### src/core/sec_cmd_pkg.sv
// shared constants for the security command link and its two ends
package sec_cmd_pkg;
  // ----------------------------------------------------------------
  // command opcodes
  // ----------------------------------------------------------------
  localparam logic [7:0] OP_DISABLE_PWD = 8'hF6;
  localparam logic [7:0] OP_ERASE_PREP  = 8'hF3;
  localparam logic [7:0] OP_ERASE_UNIT  = 8'hF4;
  // ----------------------------------------------------------------
  // data sector layout, in 16-bit words
  // ----------------------------------------------------------------
  localparam int         SECTOR_WORDS  = 256;
  localparam logic [7:0] W_CTRL        = 8'h00;
  localparam logic [7:0] W_PWD_FIRST   = 8'h01;
  localparam logic [7:0] W_PWD_LAST    = 8'h10;
  localparam logic [7:0] W_SECTOR_LAST = 8'hFF;
  localparam int         CTRL_SEL_BIT  = 0;
  localparam int         PWD_BITS      = 256;
  // ----------------------------------------------------------------
  // error and status flag positions
  // ----------------------------------------------------------------
  localparam int ERR_ABORT_BIT = 2;
  localparam int ST_BUSY_BIT   = 7;
  localparam int ST_READY_BIT  = 6;
  localparam int ST_FAULT_BIT  = 5;
  localparam int ST_SEEK_BIT   = 4;
  localparam int ST_DREQ_BIT   = 3;
  localparam int ST_ERR_BIT    = 0;
  localparam logic [7:0] STATUS_RESET = 8'h50;
  localparam logic [7:0] ERROR_RESET  = 8'h00;
  // ----------------------------------------------------------------
  // controller register map (byte offsets)
  // ----------------------------------------------------------------
  localparam logic [5:0] REG_COMMAND  = 6'h00;
  localparam logic [5:0] REG_CTRLWORD = 6'h04;
  localparam logic [5:0] REG_RESULT   = 6'h08;
  localparam logic [5:0] REG_IRQ_STAT = 6'h0C;
  localparam logic [5:0] REG_IRQ_MASK = 6'h10;
  localparam logic [5:0] REG_PWD_BASE = 6'h20;
  localparam int RES_BUSY_BIT = 16;
  localparam int IRQ_DONE_BIT = 0;
  localparam int IRQ_ABRT_BIT = 1;
endpackage

### src/core/sec_cmd_if.sv
// link between the command issuing controller and the drive end
`timescale 1ns/100ps
`default_nettype none
interface sec_cmd_if;
  logic        cmdValid;
  logic [7:0]  cmdCode;
  logic        wordValid;
  logic [15:0] wordData;
  logic        busy;
  logic        dataReq;
  logic        done;
  logic [7:0]  errorFlags;
  logic [7:0]  statusFlags;

  modport drive (
    input  cmdValid, cmdCode, wordValid, wordData,
    output busy, dataReq, done, errorFlags, statusFlags
  );
  modport ctrl (
    output cmdValid, cmdCode, wordValid, wordData,
    input  busy, dataReq, done, errorFlags, statusFlags
  );
endinterface
`default_nettype wire

### src/core/sec_cmd_ctrl.sv
// controller end: Wishbone registers, command issue and sector send
`timescale 1ns/100ps
`default_nettype none
module sec_cmd_ctrl (
  input  wire logic        ref_clk,
  input  wire logic        rst_n,
  sec_cmd_if.ctrl          link,
  input  wire logic        wb_cyc_i,
  input  wire logic        wb_stb_i,
  input  wire logic        wb_we_i,
  input  wire logic [5:0]  wb_adr_i,
  input  wire logic [3:0]  wb_sel_i,
  input  wire logic [31:0] wb_dat_i,
  output logic [31:0]      wb_dat_o,
  output logic             wb_ack_o,
  output logic             irq
);
  // ----------------------------------------------------------------
  // state
  // ----------------------------------------------------------------
  typedef enum logic [1:0] {C_IDLE, C_ISSUE, C_WAIT} ctl_state_t;

  ctl_state_t  state_r;
  logic [7:0]  opcode_r;
  logic [15:0] ctrlWord_r;
  logic [31:0] pwd_r [8];
  logic [7:0]  resErr_r;
  logic [7:0]  resStat_r;
  logic [1:0]  irqStat_r;
  logic [1:0]  irqMask_r;
  logic        ack_r;
  logic [31:0] rdat_r;
  logic [8:0]  sent_r;
  logic        wordValid_r;
  logic [15:0] wordData_r;
  logic        wrHit;
  logic        rdHit;
  logic        startReq;
  logic [15:0] nextWord;
  logic [1:0]  irqSet;
  logic [3:0]  pIdx;

  // merge a write into a register through its byte lanes
  function automatic logic [31:0] laneMerge(
    input logic [31:0] old,
    input logic [31:0] dat,
    input logic [3:0]  sel
  );
    for (int i = 0; i < 4; i++) begin
      old[8*i +: 8] = sel[i] ? dat[8*i +: 8] : old[8*i +: 8];
    end
    laneMerge = old;
  endfunction

  // ----------------------------------------------------------------
  // wishbone slave: one wait state, ack for every address
  // ----------------------------------------------------------------
  assign wrHit    = wb_cyc_i && wb_stb_i && !ack_r && wb_we_i;
  assign rdHit    = wb_cyc_i && wb_stb_i && !ack_r && !wb_we_i;
  assign startReq = wrHit && (wb_adr_i == sec_cmd_pkg::REG_COMMAND) &&
                    wb_sel_i[0] && (state_r == C_IDLE);
  assign irqSet   = {link.done && link.errorFlags[sec_cmd_pkg::ERR_ABORT_BIT],
                     link.done && (state_r == C_WAIT)};
  assign pIdx     = sent_r[3:0] - 4'h1;

  always_ff @(posedge ref_clk or negedge rst_n) begin
    if (!rst_n) begin
      ack_r <= 1'b0;
    end else begin
      ack_r <= wb_cyc_i && wb_stb_i && !ack_r;
    end
  end

  // read data captured with the request, held with ack
  always_ff @(posedge ref_clk or negedge rst_n) begin
    if (!rst_n) begin
      rdat_r <= 32'h0000_0000;
    end else if (rdHit) begin
      rdat_r <= 32'h0000_0000;
      unique case (wb_adr_i)
        sec_cmd_pkg::REG_COMMAND:  rdat_r[7:0]  <= opcode_r;
        sec_cmd_pkg::REG_CTRLWORD: rdat_r[15:0] <= ctrlWord_r;
        sec_cmd_pkg::REG_RESULT: begin
          rdat_r[sec_cmd_pkg::RES_BUSY_BIT] <= (state_r != C_IDLE);
          rdat_r[15:0] <= {resErr_r, resStat_r};
        end
        sec_cmd_pkg::REG_IRQ_STAT: rdat_r[1:0] <= irqStat_r;
        sec_cmd_pkg::REG_IRQ_MASK: rdat_r[1:0] <= irqMask_r;
        default: begin
          if (wb_adr_i[5] == 1'b1) begin
            rdat_r <= pwd_r[wb_adr_i[4:2]];
          end
        end
      endcase
    end
  end

  // software-written configuration registers
  always_ff @(posedge ref_clk or negedge rst_n) begin
    if (!rst_n) begin
      opcode_r   <= 8'h00;
      ctrlWord_r <= 16'h0000;
      irqMask_r  <= 2'h0;
      for (int i = 0; i < 8; i++) begin
        pwd_r[i] <= 32'h0000_0000;
      end
    end else if (wrHit) begin
      if (wb_adr_i == sec_cmd_pkg::REG_COMMAND && wb_sel_i[0]) begin
        opcode_r <= wb_dat_i[7:0];
      end else if (wb_adr_i == sec_cmd_pkg::REG_CTRLWORD) begin
        ctrlWord_r <= 16'(laneMerge({16'h0000, ctrlWord_r}, wb_dat_i,
                                    wb_sel_i));
      end else if (wb_adr_i == sec_cmd_pkg::REG_IRQ_MASK && wb_sel_i[0]) begin
        irqMask_r <= wb_dat_i[1:0];
      end else if (wb_adr_i[5] == 1'b1) begin
        pwd_r[wb_adr_i[4:2]] <= laneMerge(pwd_r[wb_adr_i[4:2]], wb_dat_i,
                                          wb_sel_i);
      end
    end
  end

  // sticky events, write one to clear, a new event wins
  always_ff @(posedge ref_clk or negedge rst_n) begin
    if (!rst_n) begin
      irqStat_r <= 2'h0;
    end else begin
      if (wrHit && wb_adr_i == sec_cmd_pkg::REG_IRQ_STAT && wb_sel_i[0]) begin
        irqStat_r <= (irqStat_r & ~wb_dat_i[1:0]) | irqSet;
      end else begin
        irqStat_r <= irqStat_r | irqSet;
      end
    end
  end

  // ----------------------------------------------------------------
  // command issue and sector send
  // ----------------------------------------------------------------
  // software orders the commands, so prepare-before-erase and
  // disable-only-while-unlocked are kept by its sequence
  always_ff @(posedge ref_clk or negedge rst_n) begin
    if (!rst_n) begin
      state_r   <= C_IDLE;
      resErr_r  <= sec_cmd_pkg::ERROR_RESET;
      resStat_r <= sec_cmd_pkg::STATUS_RESET;
    end else begin
      unique case (state_r)
        C_IDLE:  if (startReq) state_r <= C_ISSUE;
        C_ISSUE: state_r <= C_WAIT;
        C_WAIT: begin
          if (link.done) begin
            state_r   <= C_IDLE;
            resErr_r  <= link.errorFlags;
            resStat_r <= link.statusFlags;
          end
        end
      endcase
    end
  end

  // sector word order: control word, password words, reserved zeros
  always_comb begin
    nextWord = 16'h0000;
    if (sent_r == 9'h000) begin
      nextWord = ctrlWord_r;
    end else if (sent_r <= {1'b0, sec_cmd_pkg::W_PWD_LAST}) begin
      nextWord = pwd_r[pIdx[3:1]][{pIdx[0], 4'h0} +: 16];
    end
  end

  // exactly one sector, one word a cycle while data is requested
  always_ff @(posedge ref_clk or negedge rst_n) begin
    if (!rst_n) begin
      sent_r      <= 9'h000;
      wordValid_r <= 1'b0;
      wordData_r  <= 16'h0000;
    end else begin
      wordValid_r <= 1'b0;
      if (state_r == C_ISSUE) begin
        sent_r <= 9'h000;
      end else if (state_r == C_WAIT && link.dataReq &&
                   sent_r < 9'(sec_cmd_pkg::SECTOR_WORDS)) begin
        wordValid_r <= 1'b1;
        wordData_r  <= nextWord;
        sent_r      <= sent_r + 9'h001;
      end
    end
  end

  // ----------------------------------------------------------------
  // outputs
  // ----------------------------------------------------------------
  assign link.cmdValid  = (state_r == C_ISSUE);
  assign link.cmdCode   = opcode_r;
  assign link.wordValid = wordValid_r;
  assign link.wordData  = wordData_r;
  assign wb_ack_o       = ack_r;
  assign wb_dat_o       = rdat_r;
  assign irq            = |(irqStat_r & irqMask_r);
endmodule
`default_nettype wire

### src/flat_wrapper.sv
// flat-port wrapper written by rule: the top's interface ports become plain ports
module sec_cmd_ctrl_flat 
  (ref_clk, rst_n, wb_cyc_i, wb_stb_i, wb_we_i, wb_adr_i, wb_sel_i, wb_dat_i, wb_dat_o, wb_ack_o, irq, link_cmdValid, link_cmdCode, link_wordValid, link_wordData, link_busy, link_dataReq, link_done, link_errorFlags, link_statusFlags);
  sec_cmd_if link_i ();
  input  wire logic ref_clk;
  input  wire logic rst_n;
  input  wire logic wb_cyc_i;
  input  wire logic wb_stb_i;
  input  wire logic wb_we_i;
  input  wire logic [5:0] wb_adr_i;
  input  wire logic [3:0] wb_sel_i;
  input  wire logic [31:0] wb_dat_i;
  output logic [31:0] wb_dat_o;
  output logic wb_ack_o;
  output logic irq;
  output wire logic [$bits(link_i.cmdValid)-1:0] link_cmdValid;
  output wire logic [$bits(link_i.cmdCode)-1:0] link_cmdCode;
  output wire logic [$bits(link_i.wordValid)-1:0] link_wordValid;
  output wire logic [$bits(link_i.wordData)-1:0] link_wordData;
  input wire logic [$bits(link_i.busy)-1:0] link_busy;
  input wire logic [$bits(link_i.dataReq)-1:0] link_dataReq;
  input wire logic [$bits(link_i.done)-1:0] link_done;
  input wire logic [$bits(link_i.errorFlags)-1:0] link_errorFlags;
  input wire logic [$bits(link_i.statusFlags)-1:0] link_statusFlags;
  assign link_cmdValid = link_i.cmdValid;
  assign link_cmdCode = link_i.cmdCode;
  assign link_wordValid = link_i.wordValid;
  assign link_wordData = link_i.wordData;
  assign link_i.busy = link_busy;
  assign link_i.dataReq = link_dataReq;
  assign link_i.done = link_done;
  assign link_i.errorFlags = link_errorFlags;
  assign link_i.statusFlags = link_statusFlags;
  sec_cmd_ctrl u_core (.ref_clk(ref_clk), .rst_n(rst_n), .link(link_i), .wb_cyc_i(wb_cyc_i), .wb_stb_i(wb_stb_i), .wb_we_i(wb_we_i), .wb_adr_i(wb_adr_i), .wb_sel_i(wb_sel_i), .wb_dat_i(wb_dat_i), .wb_dat_o(wb_dat_o), .wb_ack_o(wb_ack_o), .irq(irq));
endmodule
### config.mk
export PLATFORM = sky130hd
export DESIGN_NAME = sec_cmd_ctrl_flat
export DESIGN_NICKNAME = d
export VERILOG_FILES = /design/src/core/sec_cmd_pkg.sv /design/src/core/sec_cmd_if.sv /design/src/core/sec_cmd_ctrl.sv /design/src/flat_wrapper.sv
export SDC_FILE = /design/constraint.sdc
export NUM_CORES = 1
export LEC_CHECK = 0
export BUFFER_PORTS_ARGS = -buffer_cell sky130_fd_sc_hd__buf_4
export CAP_MARGIN = 30
export CORE_MARGIN = 10
export CORE_UTILIZATION = 56
export DETAILED_ROUTE_END_ITERATION = 16
export HOLD_SLACK_MARGIN = 0.08
export PLACE_DENSITY = 0.75
export SETUP_SLACK_MARGIN = 0.02
export SLEW_MARGIN = 20
export SYNTH_ARGS = -nofsm -noshare
export SYNTH_HDL_FRONTEND = slang
export SYNTH_SLANG_ARGS = --single-unit
### constraint.sdc
create_clock -name ref_clk -period 4.7 [get_ports ref_clk]
set_input_delay 1.175 -clock ref_clk [delete_from_list [all_inputs] [get_ports ref_clk]]
set_output_delay 1.175 -clock ref_clk [all_outputs]
set_load 0.03 [all_outputs]
# == Yosys cells after proc, flatten, opt, wreduce, memory -nomap -nowiden ==
# Index checks and enable logic that the tools add are counted.
# W data, S select, Z words.
# totals
register_bits,361
output_inout_bits,60
wordCells,113
# classes
addsub,2
order_cmp,5
eq_ne,8
shifts,1
mux,29
n_bitwise,11
reduce_logical,36
# op_table
op,count
$bwmux W256,1
$bmux W32 S3,2
$mux W32,6
$demux W32 S3,1
$mux W16,2
$mux W8,4
$shiftx A32 B6 Y16,1
$pmux W6 S4,1
$pmux W8 S3,1
$mux W9,2
$logic_and A1 B1 Y1,16
$mux W15,1
$eq A6 B4 Y1 const B,2
$reduce_and A4 Y1,3
$pmux W2 S5,1
$add A9 B1 Y9 const B,1
$le A9 B5 Y1 const B,1
$logic_not A9 Y1,1
$lt A9 B9 Y1 const B,1
$ge A4 B4 Y1 const B,2
$not A3 Y4,2
$reduce_and A2 Y1,4
$eq A6 B3 Y1 const B,1
$eq A6 B5 Y1 const B,1
23 further kinds,34

# == Depth between registers and ports, before layout ==
# Gate-level depths: netlist of run 1.
# depth
word_depth,8
depth_mapped,9
depth_no_buf,7

# == Worst setup path before layout of run 1 ==
# Ideal clock, no wire load.
# synth_path
path_type,input -> register
from,input wb_adr_i[2]
to,register u_core.pwd_r[143] (netlist bit)
setup_time_ns,0.145
arrival_time_ns,2.675
required_time_ns,4.555
setup_slack_ns,1.880
stages,7
path_buffers,2
cell_sequence,buf_2 -> buf_2 -> mux4_2 -> mux2i_1 -> nand2_1 -> o21ai_0 -> o21ai_0
# synth_via
elab_chain_len,6
elab_cells_between_ends,20
# synth_lines
element,line,text
start: declaration,flat_wrapper.sv:10,input wire logic [5:0] wb_adr_i;
$not A3 Y4 (not written as such),sec_cmd_ctrl.sv:116,"pwd_r[wb_adr_i[4:2]] <= laneMerge(pwd_r[wb_adr_i[4:2]], wb_dat_i,"
"$ge A4 B4 Y1 (not written as such), or another cell as far along",sec_cmd_ctrl.sv:116,
$logic_and A1 B1 Y1 (not written as such) or $mux W32 (tied branches),sec_cmd_ctrl.sv:116,
$mux W32 (not written as such),sec_cmd_ctrl.sv:116,
$demux W32 S3 or $mux W8 (tied branches),"sec_cmd_ctrl.sv:116, sec_cmd_ctrl.sv:50",
$bwmux W256,sec_cmd_ctrl.sv:116,
end signal: indexed assignment,sec_cmd_ctrl.sv:116,
end: declaration,sec_cmd_ctrl.sv:26,logic [31:0] pwd_r [8];
# Several ways; a longest one is shown, not always the timed one. The select of a mux whose other input is x is not followed.
# A chain may end at the register's enable or synchronous reset.

# == Worst setup path after layout of run 1 ==
# layout_path
from,input wb_adr_i[3]
to,register u_core.pwd_r[37] (netlist bit)
# The elaborated chain is that of the path after synthesis.

==> results of run 1 <==
## layer usage
| layer | GRT usage (%) | up-vias | routed length (um) |
|---|---|---|---|
| met5 | 0 | - | 0 |
| met2 | 40.6 | 695 | 23600 |
| met3 | 5.64 | 120 | 5040 |
| li1 | - | 5793 | - |
| met1 | 34.5 | 6777 | 19700 |
| met4 | 10.3 | 0 | 1770 |
## per-stage QoR
step	instance area [um2]	hold WS (ps)	util (%)
after floorplan	17700	458	-
after global placement	19100	465	60.8
after detailed placement	19100	472	60.8
after CTS	20400	484	65.0
after global routing	20400	516	65.1
final	20400	480	65.1
## final timing paths
kind | cells past startpoint | from | to
worst min-delay path | 2 | u_core.wb_dat_o[28] | u_core.wb_dat_o[28]
min in group asynchronous | 1 | rst_n | u_core.pwd_r[249]
worst min register to register | 2 | u_core.wb_dat_o[28] | u_core.wb_dat_o[28]
max in group asynchronous | 2 | rst_n | u_core.link.wordData[12]
worst max register to register | 9 | u_core.sent_r[0] | u_core.link.wordData[7]
worst max-delay path | 7 | wb_adr_i[3] | u_core.pwd_r[37]
## power groups by stage
stage                     registers [mW]  logic (mW)  clock network [mW]
final                               3.80        2.55                3.10
after global routing                3.84        2.73                3.26
after CTS                           3.78        2.54                3.12
after detailed placement            3.83        2.53                   0
after global placement              3.80        2.48                   0
after floorplan                     3.87        1.60                   0
## flip-flops by register name (all words and copies together), names as in the netlist
signal	cells
u_core.link.cmdCode	8
u_core.irqMask_r	2
u_core.wb_ack_o	1
u_core.link.wordValid	1
u_core.irqStat_r	2
u_core.link.wordData	16
u_core.sent_r	9
u_core.resStat_r	8
u_core.resErr_r	8
u_core.state_r	2
u_core.pwd_r	256
u_core.wb_dat_o	32
u_core.ctrlWord_r	16
## area by class of cell
type                            count  share of cell area (%)
Tap cell                          402                    2.46
Clock buffer                       58                    5.73
Sequential cell                   361                    44.2
Timing Repair Buffer              168                    6.75
Multi-Input combinational cell   1055                    40.0
Inverter                           10                   0.184
Clock inverter                      8                   0.600
## cells in the mapped netlist (2+ instances only)
cell type | count | area, um2
a22o_1 | 18 | 158
mux4_1 | 8 | 210
clkbuf_1 | 82 | 308
buf_1 | 8 | 30.0
o21a_1 | 14 | 105
nor4_1 | 2 | 12.5
mux2i_1 | 38 | 380
nor2_1 | 23 | 86.3
a21oi_1 | 23 | 115
o21ai_2 | 5 | 43.8
nand3_1 | 7 | 35.0
buf_6 | 5 | 56.3
o221ai_1 | 14 | 123
nand4_1 | 3 | 18.8
and3_1 | 5 | 31.3
a31oi_1 | 17 | 106
ha_1 | 5 | 62.6
nor2b_1 | 20 | 125
o21ai_1 | 14 | 70.1
clkinv_1 | 2 | 7.51
mux4_2 | 122 | 2750
buf_4 | 5 | 37.5
xnor2_1 | 4 | 35.0
inv_1 | 8 | 30.0
dfrtp_1 | 359 | 8980
mux2_2 | 58 | 653
nand2_1 | 320 | 1200
xor2_1 | 5 | 43.8
and4_1 | 2 | 17.5
a211oi_1 | 2 | 15.0
a221oi_1 | 2 | 17.5
dfstp_2 | 2 | 52.6
a22oi_1 | 8 | 60.1
o21ai_0 | 302 | 1510
buf_2 | 17 | 85.1
nor3b_2 | 2 | 25.0
## cell families (layout without fill, tap and decap cells)
kind of cell	Yosys count	in the layout
flip-flops	361	361
buffers and inverters	127	244
XOR/XNOR	10	10
AND/OR/NAND/NOR	394	394
multiplexers	227	227
AO/OA/AOI/OAI	419	419
adder cells (fa/ha/maj)	5	5
## critical path, cell delays in order
cell     delay [ps]
buf_4           620
buf_4           440
mux4_2          360
mux2i_1         350
nand2_1          80
o21ai_0         320
o21ai_0         230
==> summary.txt, run 1 <==
Run status
  – Status: complete, no violations

Detailed routing
  – Avg WL per Cell: approximately 24 um
  – # DRC: 0
  – Routed via count: ~13,000
  – Vias per cell: around 6.5
  – DRT Wirelength: 50,200 um
  – Post-DRT Antenna Nets: 0
  – First-pass DRT Iterations: 7
  – Drt first-iter violations: about 1,500

Floorplanning
  – Site row count: 65
  – Die H: about 200 um
  – Die width: 198 um
  – Starting Density: 56.5%
  – CORE AREA: roughly 31,000 um2
  – I/O pin count: between 100 and 150
  – DIE AREA: 39,200 um2

Place
  – Placed Instances: 1,991
  – Port Buffers: approximately 120
  – Setup WS pre-CTS: between 900 and 1000 ps
  – GPL Wtd Cong: between 0.8 and 0.9
  – Dpl hpwl: around 32,000 um

Yosys
  – Async SR Flop Fraction: 100%
  – Post-Synth Adder-Cell Area: less than 1%
  – Synth Area in Simple Gates: 9.23%
  – Dominant synthesized flop cell: dfrtp_1
  – Mapped Cells: 1,543
  – Post-synthesis mux area share: between 20% and 30%
  – Ys Warns: 0
  – Synth Register Bits: 361
  – Syn nets: 1,614
  – Main combinational cell family by area after synthesis: multiplexers
  – Sequential share of the synthesized area: between 50% and 60%
  – Post-synthesis compound-gate area fraction: 13.1%
  – XOR/XNOR Fraction of Synth Area: less than 1%
  – Mapped cell area: between 15,000 and 20,000 um2
  – Mean Syn Cell Area: 11.5 um2
  – Post-synth EDFFs: 0
  – Distinct cells, synth: 48

Clocking
  – Hold-fix buffers, CTS: 0
  – Post_cts resized: 0
  – TritonCTS buffer count: 38
  – TritonCTS clock tree: built
  – Clk slew on worst S/H paths: around 60 ps
  – Setup Buffers After CTS: 0
  – Worst-Skew Late Latency: between 500 and 600 ps
  – H-tree levels: 2
  – Clock root cell: clkbuf_16
  – Clk buf depth: 3
  – Clock Sinks: around 360

Global route
  – GRT Overall Usage: roughly a quarter
  – First-pass GRT wire length: between 70,000 and 80,000 um
  – Initial antenna violation count: 0
  – Largest net degree at the start of global routing: between 100 and 150
  – Vias in the first global route: about 14,000
  – GR Overflow Total: 0

Power
  – LEAKAGE: slightly above 9 nW
  – Power, Total: about 9.4 mW
  – Logic gate share of total power: a little over a quarter
  – P_int: 6.51 mW
  – Switching share of power: around 31%
  – Maximum VDD drop: between 0.0002 and 0.00025 V
  – Switching pwr: a little under 3 mW
  – Sequential power share: 40.2%
  – Power per cell area: ~460 nW/um2
  – Clock power frac: about a third

STA
  – # setup viols final: 0
  – Headroom to the max-slew limit: between 30 and 40%
  – Final clock skew: about 14 ps
  – Post-route setup slack: roughly 1500 ps
  – Max-slew violations: 0
  – Tmin final: 3250 ps
  – TNS Setup: 0 ps
  – Slew @ Worst Pin: 951 ps
  – Max Clk Rate: between 300 and 400 MHz
  – RSZ-0062 raised after global routing: no
  – Period utilization: between 60% and 70%
  – Fin. Hold Viols: 0

Critical path
  – Critical path class: input port to flip-flop
  – Worst Setup End Kind: flip-flop
  – Startpoint types: input port
  – Worst R2R Setup Slack: between 1500 and 2000 ps
  – CP arrival: 3610 ps
  – Max Fanout on Critical Path: between 40 and 50
  – Worst Path Required: a little over 5000 ps

Min path
  – Worst hold path class: flip-flop to flip-flop

Final layout
  – Register Area: between 9000 and 10,000 um2
  – Area Overhead vs Synth: 15.2%
  – Final Non-Filler Cells: approximately 2,100
  – Multi-input gate area: slightly above 8000 um2
  – Total Nets Final: 1,705
  – Most common cell after layout, fill and taps aside: dfrtp_1
  – Diodes inserted: 0
  – Most frequent cells in the layout: dfrtp_1, nand2_1, o21ai_0
  – Layout fillers: ~2,300
  – Share of layout cells above drive strength 1: around 26%

Flow run
  – Max-cap viol count: 0
Power figures use the tool's default switching activity.
==> inputs of run 2 (changes only) <==
Clock period 4.7 ns to 3.05 ns, I/O delays scaled along.
==> summary.txt, run 2 (synthesis results as in run 1) <==
Floorplanning
  – Die width: 198 um (unchanged)
  – Site row count: 65 (unchanged)
  – CORE AREA: 31,400 um2 (unchanged)
  – Starting Density: 56.5% (unchanged)
  – Die H: 198 um (unchanged)
  – DIE AREA: 39,200 um2 (unchanged)
  – I/O pin count: 126 (unchanged)

Detailed routing
  – Routed via count: 13,400 (about the same)
  – First-pass DRT Iterations: 7 (unchanged)
  – Post-DRT Antenna Nets: 0 (unchanged)
  – # DRC: 0 (unchanged)
  – DRT Wirelength: 48,800 um (was 50,200 um)
  – Drt first-iter violations: 1,428 (was 1,533)
  – Vias per cell: 6.44 (was 6.49)
  – Avg WL per Cell: 23.5 um (was 24.3 um)

Critical path
  – Worst path slowest cell: mux4_2 (was buf_4)
  – Worst Setup End Kind: flip-flop (unchanged)
  – CP peak stage delay: 520 ps (was 620 ps)
  – Most used cell, CP: buf_12
  – Max Fanout on Critical Path: 39 (was 48)
  – CP arrival: 3160 ps (was 3610 ps)
  – Worst R2R End: u_core.link.wordData[5] (was u_core.link.wordData[7])
  – Worst Path Required: 3440 ps (was 5060 ps)
  – Reg2Reg Depth: 9 (unchanged)
  – Critical R2R Launch: u_core.sent_r[1] (was u_core.sent_r[0])
  – Worst R2R Setup Slack: 270 ps (was 1670 ps)
  – Family with the most delay on the worst path: compound AO/OA/AOI/OAI gates (was buffers and inverters)
  – WP buf/inv: 3 (was 2)
  – Startpoint types: flip-flop (was input port)
  – Critical path class: flip-flop to flip-flop (was input port to flip-flop)
  – Critical Path, Cell by Cell: inv_1 -> ha_2 -> xor2_4 -> buf_12 -> buf_12 -> mux4_2 -> a22o_1 -> a21oi_1 -> o21ai_1 (was buf_4 -> buf_4 -> mux4_2 -> mux2i_1 -> nand2_1 -> o21ai_0 -> o21ai_0)

Clocking
  – Hold-fix buffers, CTS: 0 (unchanged)
  – Post_cts resized: 0 (unchanged)
  – H-tree levels: 2 (unchanged)
  – TritonCTS clock tree: built (unchanged)
  – Clk buf depth: 3 (unchanged)
  – Worst-Skew Late Latency: 520 ps (was 530 ps)
  – Clk slew on worst S/H paths: 60 ps (about the same)
  – Clock Sinks: 361 (unchanged)
  – Setup Buffers After CTS: 0 (unchanged)
  – TritonCTS buffer count: 38 (unchanged)
  – Clock root cell: clkbuf_16 (unchanged)

Global route
  – GRT Overall Usage: 25.1% (was 25.8%)
  – Initial antenna violation count: 0 (unchanged)
  – Largest net degree at the start of global routing: 74 (was 111)
  – Vias in the first global route: 13,300 (was 13,600)
  – First-pass GRT wire length: 77,100 um (was 78,600 um)
  – GR Overflow Total: 0 (unchanged)

STA
  – # setup viols final: 0 (unchanged)
  – Period utilization: 91.0%
  – Final clock skew: 8.99 ps (was 13.7 ps)
  – RSZ-0062 raised after global routing: no (unchanged)
  – Max Clk Rate: approximately 360 MHz
  – Slew @ Worst Pin: 949 ps (was 951 ps)
  – Headroom to the max-slew limit: 36.0% (was 35.9%)
  – Fin. Hold Viols: 0 (unchanged)
  – TNS Setup: 0 ps (unchanged)
  – Max-slew violations: 0 (unchanged)
  – Tmin final: between 2000 and 3000 ps

Power
  – Sequential power share: 39.9% (was 40.2%)
  – Logic gate share of total power: 27.4% (was 27.0%)
  – Power, Total: 14.6 mW (was 9.44 mW)
  – Switching pwr: 4.54 mW (was 2.93 mW)
  – Clock power frac: 32.7% (was 32.8%)
  – LEAKAGE: 9.31 nW (was 9.19 nW)
  – Switching share of power: 31.1% (was 31.0%)
  – Power per cell area: 708 nW/um2 (was 462 nW/um2)
  – Maximum VDD drop: 0.000434 V (was 0.000248 V)
  – P_int: 10.1 mW (was 6.51 mW)

Final layout
  – Total Nets Final: 1,715 (was 1,705)
  – Share of layout cells above drive strength 1: 27.0% (was 26.0%)
  – Layout fillers: 2,281 (was 2,268)
  – Most common cell after layout, fill and taps aside: dfrtp_1 (unchanged)
  – Top reg by flops: u_core.pwd_r (unchanged)
  – Flip-flop count of the largest register after layout: 256 (unchanged)
  – Most frequent cells in the layout: dfrtp_1, nand2_1, o21ai_0 (unchanged)
  – Area Overhead vs Synth: 16.4% (was 15.2%)

Place
  – Port Buffers: 124 (unchanged)
  – GPL Wtd Cong: 0.863 (was 0.879)
  – Dpl hpwl: 31,400 um (was 31,700 um)

Min path
  – Worst hold path class: input port to async pin (was flip-flop to flip-flop)

Flow run
  – Max-cap viol count: 0 (unchanged)

Run status
  – Status: complete, no violations (unchanged)
-- run 2: cell types whose count changed in the layout (fill, tap and decap cells not counted), sizes merged --
| cell | change |
|---|---|
| inv | +1 |
| clkbuf | -6 |
| clkinv | +9 |
| bufinv | -1 |
| buf | +10 |
| diode | +1 |
-- run 2: worst max-delay path by stage --
stage	to	startpoint	slack, ps	depth (start not counted)
after floorplan	u_core.link.wordData[5]	u_core.sent_r[0]	260	9
after global placement	u_core.pwd_r[41]	wb_adr_i[2]	150	7
after detailed placement	u_core.pwd_r[137]	wb_adr_i[2]	90	7
after CTS	u_core.link.wordData[5]	u_core.sent_r[1]	270	9
after global routing	u_core.link.wordData[5]	u_core.sent_r[1]	130	9
final	u_core.link.wordData[5]	u_core.sent_r[1]	270	9
-- run 2: per-layer routing --
metal	up-vias	GRT usage, %	wire length (um)
met1	6721	34.6	19700
met4	0	9.20	1460
met5	-	0	0
li1	5828	-	-
met2	723	39.0	23000
met3	105	4.91	4680
-- run 2: worst register-to-register path: cells and delay by family (launching register included) --
| family | cells | cell delay, ps |
|---|---|---|
| AOI/OAI and AO/OA | 3 | 670 |
| buffers and inverters | 3 | 640 |
| muxes | 1 | 530 |
| DFF | 1 | 410 |
| adders and majority gates | 1 | 230 |
| xor gates and xnor gates | 1 | 170 |
-- run 2: power groups by stage --
stage | Combinational, mW | Sequential (mW) | Clock (mW)
floorplan | 2.47 | 5.97 | 0
global placement | 3.91 | 5.85 | 0
detailed placement | 3.97 | 5.89 | 0
CTS | 3.99 | 5.81 | 4.82
global route | 4.27 | 5.90 | 5.04
finish | 4.00 | 5.83 | 4.78
-- run 2: layout make-up --
cell class	instances	area [um2]	area share (%)
Antenna cell	1	2.50	0.0121
Clock buffer	52	1170	5.65
Sequential cell	361	9040	43.8
Timing Repair Buffer	178	1580	7.66
Tap cell	402	503	2.44
Clock inverter	17	146	0.709
Inverter	10	37.5	0.182
Multi-Input combinational cell	1055	8180	39.6
-- run 2: metrics by stage --
stage	setup slack, ps	hold WS [ps]	util (%)	std cells	instance area (um2)
4_1_cts	270	241	65.7	2071	20600
3_5_place_dp	88.8	471	61.5	2002	19300
2_1_floorplan	263	458	-	1543	17700
6_report	274	228	65.8	2076	20700
3_3_place_gp	149	465	61.5	2002	19300
5_1_grt	127	262	65.8	2075	20600
